### src/fpc_regs.vh
// constants for the fast ethernet symbol codec: timing, code groups, scrambler taps
`ifndef FPC_REGS_VH
`define FPC_REGS_VH

// ------------------------------------------------------------
// timing
// ------------------------------------------------------------
`define FPC_CLK_NS        20
`define FPC_LINE_BIT_NS   160
// longest time, so rounded down by the integer divide
`define FPC_LINE_BIT_CYC  (`FPC_LINE_BIT_NS / `FPC_CLK_NS)

// ------------------------------------------------------------
// control code groups, transmitted bit 4 first
// ------------------------------------------------------------
`define FPC_SYM_IDLE      5'h1F
`define FPC_SYM_J         5'h18
`define FPC_SYM_K         5'h11
`define FPC_SYM_T         5'h0D
`define FPC_SYM_R         5'h07
`define FPC_SYM_H         5'h04
`define FPC_NIB_PRE       4'h5

// ------------------------------------------------------------
// scrambler polynomial x^11 + x^9 + 1
// ------------------------------------------------------------
`define FPC_SCR_W         11
`define FPC_SCR_TAP_A     10
`define FPC_SCR_TAP_B     8

`endif

### src/fpc_pcs_top.v
// physical coding sublayer of a 10/100 transceiver: 4b5b, nrzi, manchester, crs/col
`include "fpc_regs.vh"

module fpc_pcs_top #(
    parameter LINE_BIT_CYC = `FPC_LINE_BIT_CYC
) (
    // clock and reset
    input  wire       ref_clk,
    input  wire       reset,
    // configuration
    input  wire       speed_100,
    input  wire       full_duplex,
    input  wire       pwr_save_en,
    input  wire       pwr_down,
    // mac transmit side
    input  wire       tx_en,
    input  wire       tx_er,
    input  wire [3:0] txd,
    output reg        tx_nib_stb_ff,
    // mac receive side
    output reg  [3:0] rxd_ff,
    output reg        rx_nib_stb_ff,
    output reg        rx_dv_ff,
    output reg        rx_er_ff,
    output wire       crs,
    output wire       col,
    // line transmit side
    output reg        tx_line_data_ff,
    output reg        tx_line_en_ff,
    // line receive side, from another clock domain
    input  wire       rx_line_clk,
    input  wire       rx_line_data,
    input  wire       rx_line_sq,
    input  wire       media_sig,
    // power status
    output reg        pwr_reduced_ff,
    output wire       flp_en
);
    // ------------------------------------------------------------
    // transmit states, one-hot
    // ------------------------------------------------------------
    localparam [5:0] ST_IDLE = 6'h01;
    localparam [5:0] ST_J    = 6'h02;
    localparam [5:0] ST_K    = 6'h04;
    localparam [5:0] ST_DATA = 6'h08;
    localparam [5:0] ST_T    = 6'h10;
    localparam [5:0] ST_R    = 6'h20;
    localparam integer DIV_LAST_I = LINE_BIT_CYC - 1;
    // the divider is 16 bits wide, so the count is cut to fit on purpose
    localparam [15:0] DIV_LAST = DIV_LAST_I[15:0];

    // ------------------------------------------------------------
    // synchronisers for pins from outside the clock domain
    // ------------------------------------------------------------
    reg  [3:0] sync1_ff;
    reg  [3:0] sync2_ff;
    reg        lclk_d_ff;
    wire       lclk_s;
    wire       ldat_s;
    wire       sq_s;
    wire       media_s;

    // first stage feeds only the second stage
    always @(posedge ref_clk or posedge reset) begin
        if (reset) begin
            sync1_ff  <= 4'h0;
            sync2_ff  <= 4'h0;
            lclk_d_ff <= 1'b0;
        end else begin
            sync1_ff  <= {media_sig, rx_line_sq, rx_line_data, rx_line_clk};
            sync2_ff  <= sync1_ff;
            lclk_d_ff <= sync2_ff[0];
        end
    end
    assign lclk_s  = sync2_ff[0];
    assign ldat_s  = sync2_ff[1];
    assign sq_s    = sync2_ff[2];
    assign media_s = sync2_ff[3];

    // ------------------------------------------------------------
    // power reduced and power down
    // ------------------------------------------------------------
    wire path_off;

    // media presence wins, so a wake-up is never lost to the entry term
    always @(posedge ref_clk or posedge reset) begin
        if (reset) begin
            pwr_reduced_ff <= 1'b0;
        end else if (media_s) begin
            pwr_reduced_ff <= 1'b0;
        end else if (pwr_save_en) begin
            pwr_reduced_ff <= 1'b1;
        end
    end
    // link pulses keep running while reduced, but not in power down
    assign flp_en   = pwr_reduced_ff & ~pwr_down;
    assign path_off = pwr_down | pwr_reduced_ff;

    // ------------------------------------------------------------
    // transmit bit timing
    // ------------------------------------------------------------
    reg  [15:0] div_ff;
    wire        tick;

    // one tick per line bit at 100 Mb/s, per half bit at 10 Mb/s
    always @(posedge ref_clk or posedge reset) begin
        if (reset) begin
            div_ff <= 16'h0000;
        end else if (div_ff >= DIV_LAST) begin
            div_ff <= 16'h0000;
        end else begin
            div_ff <= div_ff + 16'h0001;
        end
    end
    assign tick = (div_ff >= DIV_LAST);

    // ------------------------------------------------------------
    // transmit path
    // ------------------------------------------------------------
    reg  [5:0] tx_st_ff;
    reg  [5:0] nxt_tx_st;
    reg  [4:0] nxt_sym;
    reg        nxt_take;
    reg  [4:0] tx_sh_ff;
    reg  [3:0] tx_nib_ff;
    reg  [2:0] tx_cnt_ff;
    wire [4:0] enc_sym;
    wire       scr_out;
    wire       scr_vld;
    wire       tx_act;
    wire       man_bit;

    fpc_4b5b u_enc (
        .enc_nib  (txd),
        .enc_sym  (enc_sym),
        .dec_sym  (5'h00),
        .dec_nib  (),
        .dec_data (),
        .dec_idle (),
        .dec_t    (),
        .dec_r    (),
        .dec_bad  ()
    );

    assign scr_vld = tick & speed_100 & ~path_off;

    fpc_scrambler #(.DESCR(0)) u_scr (
        .ref_clk (ref_clk),
        .reset   (reset),
        .bit_vld (scr_vld),
        .bit_in  (tx_sh_ff[4]),
        .bit_out (scr_out)
    );

    // choice of the next 100 Mb/s group at each group boundary
    always @* begin
        nxt_tx_st = ST_IDLE;
        nxt_sym   = `FPC_SYM_IDLE;
        nxt_take  = 1'b0;
        case (tx_st_ff)
            ST_IDLE, ST_R: begin
                if (tx_en) begin
                    nxt_tx_st = ST_J;
                    nxt_sym   = `FPC_SYM_J;
                    nxt_take  = 1'b1;
                end
            end
            ST_J: begin
                nxt_tx_st = ST_K;
                nxt_sym   = `FPC_SYM_K;
                nxt_take  = 1'b1;
            end
            ST_K, ST_DATA: begin
                if (tx_en) begin
                    nxt_tx_st = ST_DATA;
                    nxt_sym   = tx_er ? `FPC_SYM_H : enc_sym;
                    nxt_take  = 1'b1;
                end else begin
                    nxt_tx_st = ST_T;
                    nxt_sym   = `FPC_SYM_T;
                end
            end
            ST_T: begin
                nxt_tx_st = ST_R;
                nxt_sym   = `FPC_SYM_R;
            end
            default: begin
                nxt_tx_st = ST_IDLE;
            end
        endcase
    end

    // manchester: first half is the inverse, second half the bit
    assign man_bit = tx_nib_ff[tx_cnt_ff[2:1]] ^ ~tx_cnt_ff[0];

    // serialiser, nrzi coder and 10 Mb/s frame control
    always @(posedge ref_clk or posedge reset) begin
        if (reset) begin
            tx_st_ff        <= ST_IDLE;
            tx_sh_ff        <= `FPC_SYM_IDLE;
            tx_nib_ff       <= 4'h0;
            tx_cnt_ff       <= 3'h0;
            tx_nib_stb_ff   <= 1'b0;
            tx_line_data_ff <= 1'b0;
            tx_line_en_ff   <= 1'b0;
        end else begin
            tx_nib_stb_ff <= 1'b0;
            tx_line_en_ff <= ~path_off;
            if (path_off) begin
                tx_st_ff        <= ST_IDLE;
                tx_sh_ff        <= `FPC_SYM_IDLE;
                tx_cnt_ff       <= 3'h0;
                tx_line_data_ff <= 1'b0;
            end else if (tick && speed_100) begin
                // nrzi: a one on the scrambled stream flips the line
                tx_line_data_ff <= tx_line_data_ff ^ scr_out;
                if (tx_cnt_ff == 3'h4) begin
                    tx_cnt_ff     <= 3'h0;
                    tx_st_ff      <= nxt_tx_st;
                    tx_sh_ff      <= nxt_sym;
                    tx_nib_stb_ff <= nxt_take;
                end else begin
                    tx_cnt_ff <= tx_cnt_ff + 3'h1;
                    tx_sh_ff  <= {tx_sh_ff[3:0], 1'b0};
                end
            end else if (tick) begin
                if (tx_st_ff == ST_DATA) begin
                    tx_line_data_ff <= man_bit;
                    tx_cnt_ff       <= tx_cnt_ff + 3'h1;
                    if (tx_cnt_ff == 3'h7) begin
                        // next nibble follows without a gap
                        tx_st_ff      <= tx_en ? ST_DATA : ST_IDLE;
                        tx_nib_ff     <= txd;
                        tx_nib_stb_ff <= tx_en;
                    end
                end else begin
                    tx_line_data_ff <= 1'b0;
                    tx_cnt_ff       <= 3'h0;
                    tx_st_ff        <= tx_en ? ST_DATA : ST_IDLE;
                    tx_nib_ff       <= txd;
                    tx_nib_stb_ff   <= tx_en;
                end
            end
        end
    end
    assign tx_act = ~tx_st_ff[0] & ~path_off;

    // ------------------------------------------------------------
    // receive: nrzi decode and descramble
    // ------------------------------------------------------------
    reg        rx_prev_ff;
    reg  [9:0] win_ff;
    wire       rx_tick;
    wire       rx_nrz;
    wire       rx_plain;
    wire       dscr_vld;
    wire [9:0] win_new;

    assign rx_tick  = lclk_s & ~lclk_d_ff & ~path_off;
    assign rx_nrz   = ldat_s ^ rx_prev_ff;
    assign dscr_vld = rx_tick & speed_100;

    fpc_scrambler #(.DESCR(1)) u_dscr (
        .ref_clk (ref_clk),
        .reset   (reset),
        .bit_vld (dscr_vld),
        .bit_in  (rx_nrz),
        .bit_out (rx_plain)
    );

    // bit window, newest bit at the bottom
    assign win_new = {win_ff[8:0], rx_plain};

    always @(posedge ref_clk or posedge reset) begin
        if (reset) begin
            rx_prev_ff <= 1'b0;
            win_ff     <= 10'h3FF;
        end else if (dscr_vld) begin
            rx_prev_ff <= ldat_s;
            win_ff     <= win_new;
        end
    end

    // ------------------------------------------------------------
    // receive: alignment, lookup and delimiter stripping
    // ------------------------------------------------------------
    reg        aligned_ff;
    reg        in_t_ff;
    reg        pre2_ff;
    reg  [2:0] gcnt_ff;
    reg        half_ff;
    reg        first_ff;
    reg  [1:0] bcnt_ff;
    reg  [3:0] rnib_ff;
    reg        viol_ff;
    wire [3:0] dec_nib;
    wire       dec_data;
    wire       dec_idle;
    wire       dec_t;
    wire       dec_r;
    wire       dec_bad;
    wire       jk_seen;
    wire       rx_act;

    fpc_4b5b u_dec (
        .enc_nib  (4'h0),
        .enc_sym  (),
        .dec_sym  (win_new[4:0]),
        .dec_nib  (dec_nib),
        .dec_data (dec_data),
        .dec_idle (dec_idle),
        .dec_t    (dec_t),
        .dec_r    (dec_r),
        .dec_bad  (dec_bad)
    );

    assign jk_seen = (win_new == {`FPC_SYM_J, `FPC_SYM_K});

    // 100 Mb/s framing and 10 Mb/s manchester regrouping share the outputs
    always @(posedge ref_clk or posedge reset) begin
        if (reset) begin
            aligned_ff    <= 1'b0;
            in_t_ff       <= 1'b0;
            pre2_ff       <= 1'b0;
            gcnt_ff       <= 3'h0;
            half_ff       <= 1'b0;
            first_ff      <= 1'b0;
            bcnt_ff       <= 2'h0;
            rnib_ff       <= 4'h0;
            viol_ff       <= 1'b0;
            rxd_ff        <= 4'h0;
            rx_nib_stb_ff <= 1'b0;
            rx_dv_ff      <= 1'b0;
            rx_er_ff      <= 1'b0;
        end else begin
            rx_nib_stb_ff <= 1'b0;
            pre2_ff       <= 1'b0;
            if (pre2_ff) begin
                rxd_ff        <= `FPC_NIB_PRE;
                rx_er_ff      <= 1'b0;
                rx_nib_stb_ff <= 1'b1;
            end
            if (path_off) begin
                aligned_ff <= 1'b0;
                in_t_ff    <= 1'b0;
                rx_dv_ff   <= 1'b0;
                rx_er_ff   <= 1'b0;
                half_ff    <= 1'b0;
                bcnt_ff    <= 2'h0;
            end else if (speed_100) begin
                if (dscr_vld && !aligned_ff && jk_seen) begin
                    aligned_ff    <= 1'b1;
                    gcnt_ff       <= 3'h0;
                    rx_dv_ff      <= 1'b1;
                    rxd_ff        <= `FPC_NIB_PRE;
                    rx_er_ff      <= 1'b0;
                    rx_nib_stb_ff <= 1'b1;
                    pre2_ff       <= 1'b1;
                end else if (dscr_vld && aligned_ff) begin
                    gcnt_ff <= gcnt_ff + 3'h1;
                    if (gcnt_ff == 3'h4) begin
                        gcnt_ff <= 3'h0;
                        if (in_t_ff || dec_idle) begin
                            // frame ends; T and the R group after it never reach the mac
                            aligned_ff    <= 1'b0;
                            in_t_ff       <= 1'b0;
                            rx_dv_ff      <= 1'b0;
                            rx_er_ff      <= 1'b0;
                        end else if (dec_t) begin
                            in_t_ff <= 1'b1;
                        end else begin
                            rxd_ff        <= dec_nib;
                            rx_er_ff      <= dec_bad;
                            rx_nib_stb_ff <= 1'b1;
                        end
                    end
                end
            end else begin
                // 10 Mb/s: squelch marks the frame, halves pair into bits
                aligned_ff <= 1'b0;
                rx_dv_ff   <= sq_s;
                if (!sq_s) begin
                    half_ff  <= 1'b0;
                    bcnt_ff  <= 2'h0;
                    viol_ff  <= 1'b0;
                    rx_er_ff <= 1'b0;
                end else if (rx_tick && !half_ff) begin
                    half_ff  <= 1'b1;
                    first_ff <= ldat_s;
                end else if (rx_tick) begin
                    half_ff <= 1'b0;
                    bcnt_ff <= bcnt_ff + 2'h1;
                    rnib_ff <= {ldat_s, rnib_ff[3:1]};
                    viol_ff <= (bcnt_ff == 2'h0) ? (first_ff == ldat_s)
                                                 : (viol_ff | (first_ff == ldat_s));
                    if (bcnt_ff == 2'h3) begin
                        rxd_ff        <= {ldat_s, rnib_ff[3:1]};
                        rx_er_ff      <= viol_ff | (first_ff == ldat_s);
                        rx_nib_stb_ff <= 1'b1;
                    end
                end
            end
        end
    end

    // ------------------------------------------------------------
    // carrier sense and collision
    // ------------------------------------------------------------
    assign rx_act = rx_dv_ff;
    assign crs    = full_duplex ? rx_act : (rx_act | tx_act);
    assign col    = full_duplex ? 1'b0 : (rx_act & tx_act);
endmodule

### src/fpc_scrambler.v
// self-synchronising bit scrambler, used as scrambler or descrambler
`include "fpc_regs.vh"

module fpc_scrambler #(
    parameter DESCR = 0
) (
    // clock and reset
    input  wire       ref_clk,
    input  wire       reset,
    // bit stream
    input  wire       bit_vld,
    input  wire       bit_in,
    output wire       bit_out
);
    reg  [`FPC_SCR_W-1:0] hist_ff;
    wire                  tap;

    // same xor both ways, so the receive side undoes the transmit side
    assign tap     = hist_ff[`FPC_SCR_TAP_A] ^ hist_ff[`FPC_SCR_TAP_B];
    assign bit_out = bit_in ^ tap;

    // history holds line bits, so the descrambler locks without a seed
    always @(posedge ref_clk or posedge reset) begin
        if (reset) begin
            hist_ff <= {`FPC_SCR_W{1'b0}};
        end else if (bit_vld) begin
            hist_ff <= {hist_ff[`FPC_SCR_W-2:0], (DESCR != 0) ? bit_in : bit_out};
        end
    end
endmodule

### src/fpc_4b5b.v
// 4b5b code table: nibble encoder and group decoder
`include "fpc_regs.vh"

module fpc_4b5b (
    // encoder side
    input  wire [3:0] enc_nib,
    output wire [4:0] enc_sym,
    // decoder side
    input  wire [4:0] dec_sym,
    output reg  [3:0] dec_nib,
    output reg        dec_data,
    output reg        dec_idle,
    output reg        dec_t,
    output reg        dec_r,
    output reg        dec_bad
);
    // data groups for nibbles 0..F
    function [4:0] enc;
        input [3:0] n;
        begin
            case (n)
                4'h0: enc = 5'h1E;
                4'h1: enc = 5'h09;
                4'h2: enc = 5'h14;
                4'h3: enc = 5'h15;
                4'h4: enc = 5'h0A;
                4'h5: enc = 5'h0B;
                4'h6: enc = 5'h0E;
                4'h7: enc = 5'h0F;
                4'h8: enc = 5'h12;
                4'h9: enc = 5'h13;
                4'hA: enc = 5'h16;
                4'hB: enc = 5'h17;
                4'hC: enc = 5'h1A;
                4'hD: enc = 5'h1B;
                4'hE: enc = 5'h1C;
                default: enc = 5'h1D;
            endcase
        end
    endfunction

    assign enc_sym = enc(enc_nib);

    // reverse lookup over the same table, so the two cannot disagree
    integer i;
    always @* begin
        dec_nib  = 4'h0;
        dec_data = 1'b0;
        dec_idle = (dec_sym == `FPC_SYM_IDLE);
        dec_t    = (dec_sym == `FPC_SYM_T);
        dec_r    = (dec_sym == `FPC_SYM_R);
        for (i = 0; i < 16; i = i + 1) begin
            if (enc(i[3:0]) == dec_sym) begin
                dec_nib  = i[3:0];
                dec_data = 1'b1;
            end
        end
        if (dec_sym == `FPC_SYM_J || dec_sym == `FPC_SYM_K) begin
            dec_nib = `FPC_NIB_PRE;
        end
        // error group, invalid groups and stray J/K are flagged bad
        dec_bad = !(dec_data | dec_idle | dec_t | dec_r);
    end
endmodule

### config.mk
export PLATFORM = sky130hd
export DESIGN_NAME = fpc_pcs_top
export DESIGN_NICKNAME = d
export VERILOG_FILES = /design/src/fpc_pcs_top.v /design/src/fpc_scrambler.v /design/src/fpc_4b5b.v
export VERILOG_INCLUDE_DIRS = /design/src
export SDC_FILE = /design/constraint.sdc
export NUM_CORES = 1
export LEC_CHECK = 0
export BUFFER_PORTS_ARGS = -buffer_cell sky130_fd_sc_hd__buf_2
export CORE_AREA = 10 10 128 130
export CTS_BUF_LIST = sky130_fd_sc_hd__clkbuf_4 sky130_fd_sc_hd__clkbuf_8
export DETAILED_ROUTE_END_ITERATION = 16
export DIE_AREA = 0 0 138 140
export SKIP_CTS_REPAIR_TIMING = 1
export SLEW_MARGIN = 20
export SYNTH_ARGS = -nofsm -noshare
export SYNTH_HDL_FRONTEND = slang
export SYNTH_SLANG_ARGS = --single-unit
### constraint.sdc
create_clock -name ref_clk -period 5.2 [get_ports ref_clk]
set_input_delay 1.56 -clock ref_clk [delete_from_list [all_inputs] [get_ports ref_clk]]
set_output_delay 1.56 -clock ref_clk [all_outputs]
set_load 0.005 [all_outputs]
==> results_dict.tcl <==
set metrics [dict create \
    outcome "complete, no violations" \
    cp.arrival_ns 2.57 \
    hpwl_um 6680 \
    hold_viol_final 0 \
    clkSinkCount 100 \
    power-per-cell-area_nw_per_um2 323 \
    holdCritStartpoint "sync1_ff[0]$_DFF_PP0_" \
    finalMaxSlewViolations 0 \
    synth_cell_types 66 \
    pwr-share-seq_pct 56.0 \
    synth-edff-count 0 \
    routed_via_density 5.12 \
    via_count_of_the_first_global_routing_pass 3315 \
    post-route-drc-count 0 \
    setup_viol_count_final 0 \
    nets 481 \
    layout_fillers 1353 \
    synth_async_sr_flop_share_pct 100 \
    post_dp_cell_area_sq_um 5090 \
    grt_pass1_wl_um 16500 \
    timing.fmax_mhz 242 \
    cts.reportedPaths.clkPinSlew_ns 0.10 \
    insertion_delay_ns 0.38 \
    fin_worst_hold_slack_ns 0.361 \
    syn-mean-instance-area_sq_um 11.2 \
    die_w_um 138 \
    yosys_warnings 0 \
    firstDrtPassIters 4 \
    detail_route.iter0.violations 252 \
    die_height_um 140 \
    netlist_area_before_placement_sq_um 4750 \
    critical_path_required_ns 3.64 \
    max-vdd-ir-drop_mv 0.118 \
    area.growth.synth_to_final_pct 11.3 \
    cap_viol_max_count 0 \
    ys_seq_elements 100 \
    worst_hold_path.num_cells 0 \
    hold_class "flip-flop to flip-flop" \
    routedWlPerCell_um 14.7 \
    post_route_fraction_of_the_period_consumed_by_the_critical_path_pct 79.5 \
    wl_um 9410 \
    final.setup.tns_ns 0 \
    cts_tree "built" \
    core_region_area_sq_um 13800 \
    yosysSeqAreaShare_pct 53.1 \
    ys_dominant_reg_cell "sky130_fd_sc_hd__dfrtp_1" \
    final_design_area_no_fill_sq_um 5280 \
    holdPathEnd "sync2_ff[0]$_DFF_PP0_" \
    tightest_slew_ns 0.848 \
    cts_buf_count 9 \
    global_route.overflow_total 0 \
    cts.root.buffer_cell "sky130_fd_sc_hd__clkbuf_8" \
    final_weighted_congestion_of_routability_driven_global_placement 0.810 \
    timing.slew.headroom_pct 43.5 \
    grt_usage_pct 10.1 \
    path_class "input pin to output pin" \
    multi_input_area_sq_um 2130 \
    finalCriticalPeriod_ns 4.13 \
    detailroute.via_count 3288 \
    drtAntennaViolNets 0 \
    clock_tree.buffer_depth 2 \
    maximum_number_of_pins_on_one_net_before_global_route_repair 69 \
    initial_utilization_pct 34.5 \
    p_sw_uw 505 \
    numPortBuffers 29 \
    sequential_cell_area_sq_um 2520 \
    clock-skew-final_ns 0.0156 \
    antenna_found_initial 0 \
    worstReg2RegEnd "tx_st_ff[1]$_DFFE_PP0P_" \
    critical_path.reg2reg.startpoint "div_ff[0]$_DFF_PP0_" \
    placementRows 43 \
    r2r_cells 6 \
    boundaryPins 30 \
    setup.worst_path.end_class "output pin" \
    setup_repair_after_global_routing_missed_its_margin "false" \
    crit_fanout 19 \
    setup.worst_path.start_class "input pin" \
    leakage_dissipation_nw 2.35 \
    switching_share_pct 29.6 \
    comb_pwr_share_pct 15.9 \
    cellInternalPower_mw 1.20 \
    diodes 0 \
    post_synth_inst_count 423 \
    floorplan.die_area_sq_um 19300 \
    pwr-share-clk_pct 28.1 \
    post_route_cells_drive_above_1_share_pct 26.4 \
    reg2reg_slack_ns 2.46 \
    clock_tree.htree_level_count 3 \
]
[power by group through the flow]
stage	registers (mW)	clock network, mW	logic, mW
3_5_place_dp	0.971	0	0.275
6_report	0.954	0.480	0.271
2_1_floorplan	0.935	0	0.228
3_3_place_gp	0.965	0	0.269
5_1_grt	0.970	0.538	0.307
4_1_cts	0.955	0.502	0.276
[metrics by stage]
step / std cells / worst slack [ns] / power, mW / util [%]
2_1_floorplan: 434 / 1.05 / 1.16 / -
3_3_place_gp: 626 / 1.08 / 1.23 / 37.0
3_5_place_dp: 626 / 1.07 / 1.25 / 37.0
4_1_cts: 642 / 1.07 / 1.73 / 38.4
5_1_grt: 642 / 1.01 / 1.81 / 38.4
6_report: 642 / 1.07 / 1.71 / 38.4
[cells by family (layout without fill, tap and decap cells)]
| kind of cell | after synthesis | in the layout | share of synthesized area, % |
|---|---|---|---|
| AND/OR/NAND/NOR | 135 | 135 | 15.3 |
| flip-flops | 100 | 100 | 53.1 |
| buffers and inverters | 33 | 61 | 2.95 |
| adder cells (fa/ha/maj) | 9 | 9 | 2.35 |
| XOR/XNOR | 16 | 16 | 3.27 |
| multiplexers | 41 | 41 | 9.96 |
| AO/OA/AOI/OAI | 88 | 88 | 12.9 |
| other | 1 | 12 | 0.0790 |
[cell usage in the layout (no fill, tap or decap), drive strengths merged, types with 6 or more instances in the layout]
cell / instances
a22oi: 10
mux2: 40
nor4: 11
nand3: 11
clkbuf: 9
o21ai: 21
nand2: 22
ha: 8
nor2: 39
inv: 18
nor3: 9
dfstp: 15
nor2b: 6
a21oi: 17
buf: 31
conb: 12
xnor2: 11
dfrtp: 85
[sequential cells by signal, indices dropped and copies added, names as in the netlist, 3 cells and up]
signal and cells:
tx_cnt_ff 3, rxd_ff 4, tx_sh_ff 5, tx_st_ff 6
sync1_ff 4, u_scr.hist_ff 11, tx_nib_ff 4, win_ff 9
gcnt_ff 3, rnib_ff 3, u_dscr.hist_ff 11, div_ff 16
sync2_ff 4
[cell type report]
class	instances	share of cell area, %
inverter	14	1.14
tap	180	4.26
clock inverter	7	1.23
clock buffer	9	2.34
timing repair buffer	31	3.03
sequential	100	47.7
multi-input combinational	301	40.3
[layer usage]
layer / up-vias / global-route usage [%] / wire length [um]
li1: 1586 / - / -
met1: 1611 / 13.1 / 4370
met2: 76 / 15.4 / 4380
met3: 15 / 2.64 / 445
met4: 0 / 4.77 / 218
met5: - / 0 / 0
[how the worst max path moves through the flow]
stage / end / slack [ns] / startpoint / cells after the start
2_1_floorplan: aligned_ff$_DFFE_PP0P_ / 1.05 / reset / 1
4_1_cts: col / 1.07 / pwr_down / 5
6_report: col / 1.07 / pwr_down / 5
3_5_place_dp: col / 1.07 / pwr_down / 5
3_3_place_gp: col / 1.08 / pwr_down / 5
5_1_grt: col / 1.01 / pwr_down / 5
[critical path, cell delays in order]
cell	delay, ns
sky130_fd_sc_hd__buf_2	0.11
sky130_fd_sc_hd__or2_2	0.42
sky130_fd_sc_hd__inv_6	0.20
sky130_fd_sc_hd__and3_1	0.17
sky130_fd_sc_hd__buf_2	0.11
[Yosys cell counts, types with 2 or more instances]
master | number | area, sq um
sky130_fd_sc_hd__dfrtp_1 | 85 | 2130
sky130_fd_sc_hd__xnor2_1 | 11 | 96.3
sky130_fd_sc_hd__and2_1 | 5 | 31.3
sky130_fd_sc_hd__o31ai_1 | 2 | 15.0
sky130_fd_sc_hd__nor3b_1 | 2 | 15.0
sky130_fd_sc_hd__o21bai_1 | 2 | 15.0
sky130_fd_sc_hd__or4_1 | 3 | 22.5
sky130_fd_sc_hd__a211oi_1 | 5 | 37.5
sky130_fd_sc_hd__or2_2 | 3 | 18.8
sky130_fd_sc_hd__a32oi_1 | 2 | 17.5
sky130_fd_sc_hd__xor2_1 | 3 | 26.3
sky130_fd_sc_hd__nor2b_1 | 6 | 37.5
sky130_fd_sc_hd__o21ai_0 | 21 | 105
sky130_fd_sc_hd__a22o_1 | 3 | 26.3
sky130_fd_sc_hd__nand3_1 | 10 | 50.1
sky130_fd_sc_hd__a21o_1 | 3 | 22.5
sky130_fd_sc_hd__nand3b_1 | 4 | 30.0
sky130_fd_sc_hd__nand4b_1 | 4 | 35.0
sky130_fd_sc_hd__ha_1 | 8 | 100
sky130_fd_sc_hd__a22oi_1 | 10 | 75.1
sky130_fd_sc_hd__buf_1 | 3 | 11.3
sky130_fd_sc_hd__o211ai_1 | 2 | 15.0
sky130_fd_sc_hd__a21oi_1 | 17 | 85.1
sky130_fd_sc_hd__inv_1 | 13 | 48.8
sky130_fd_sc_hd__nor4_1 | 9 | 56.3
sky130_fd_sc_hd__clkbuf_1 | 12 | 45.0
sky130_fd_sc_hd__and3_1 | 3 | 18.8
sky130_fd_sc_hd__nor4_2 | 2 | 25.0
sky130_fd_sc_hd__buf_2 | 3 | 15.0
sky130_fd_sc_hd__o21a_1 | 3 | 22.5
sky130_fd_sc_hd__nand2b_1 | 4 | 25.0
sky130_fd_sc_hd__a31o_2 | 2 | 17.5
sky130_fd_sc_hd__xor2_2 | 2 | 32.5
sky130_fd_sc_hd__nand4_1 | 3 | 18.8
sky130_fd_sc_hd__nor2_1 | 39 | 146
sky130_fd_sc_hd__nor3_1 | 9 | 45.0
sky130_fd_sc_hd__nand2_1 | 22 | 82.6
sky130_fd_sc_hd__dfstp_2 | 15 | 394
sky130_fd_sc_hd__mux2_2 | 40 | 450
sky130_fd_sc_hd__o221ai_1 | 2 | 17.5
Note: power is estimated with default switching activity, not from simulation.
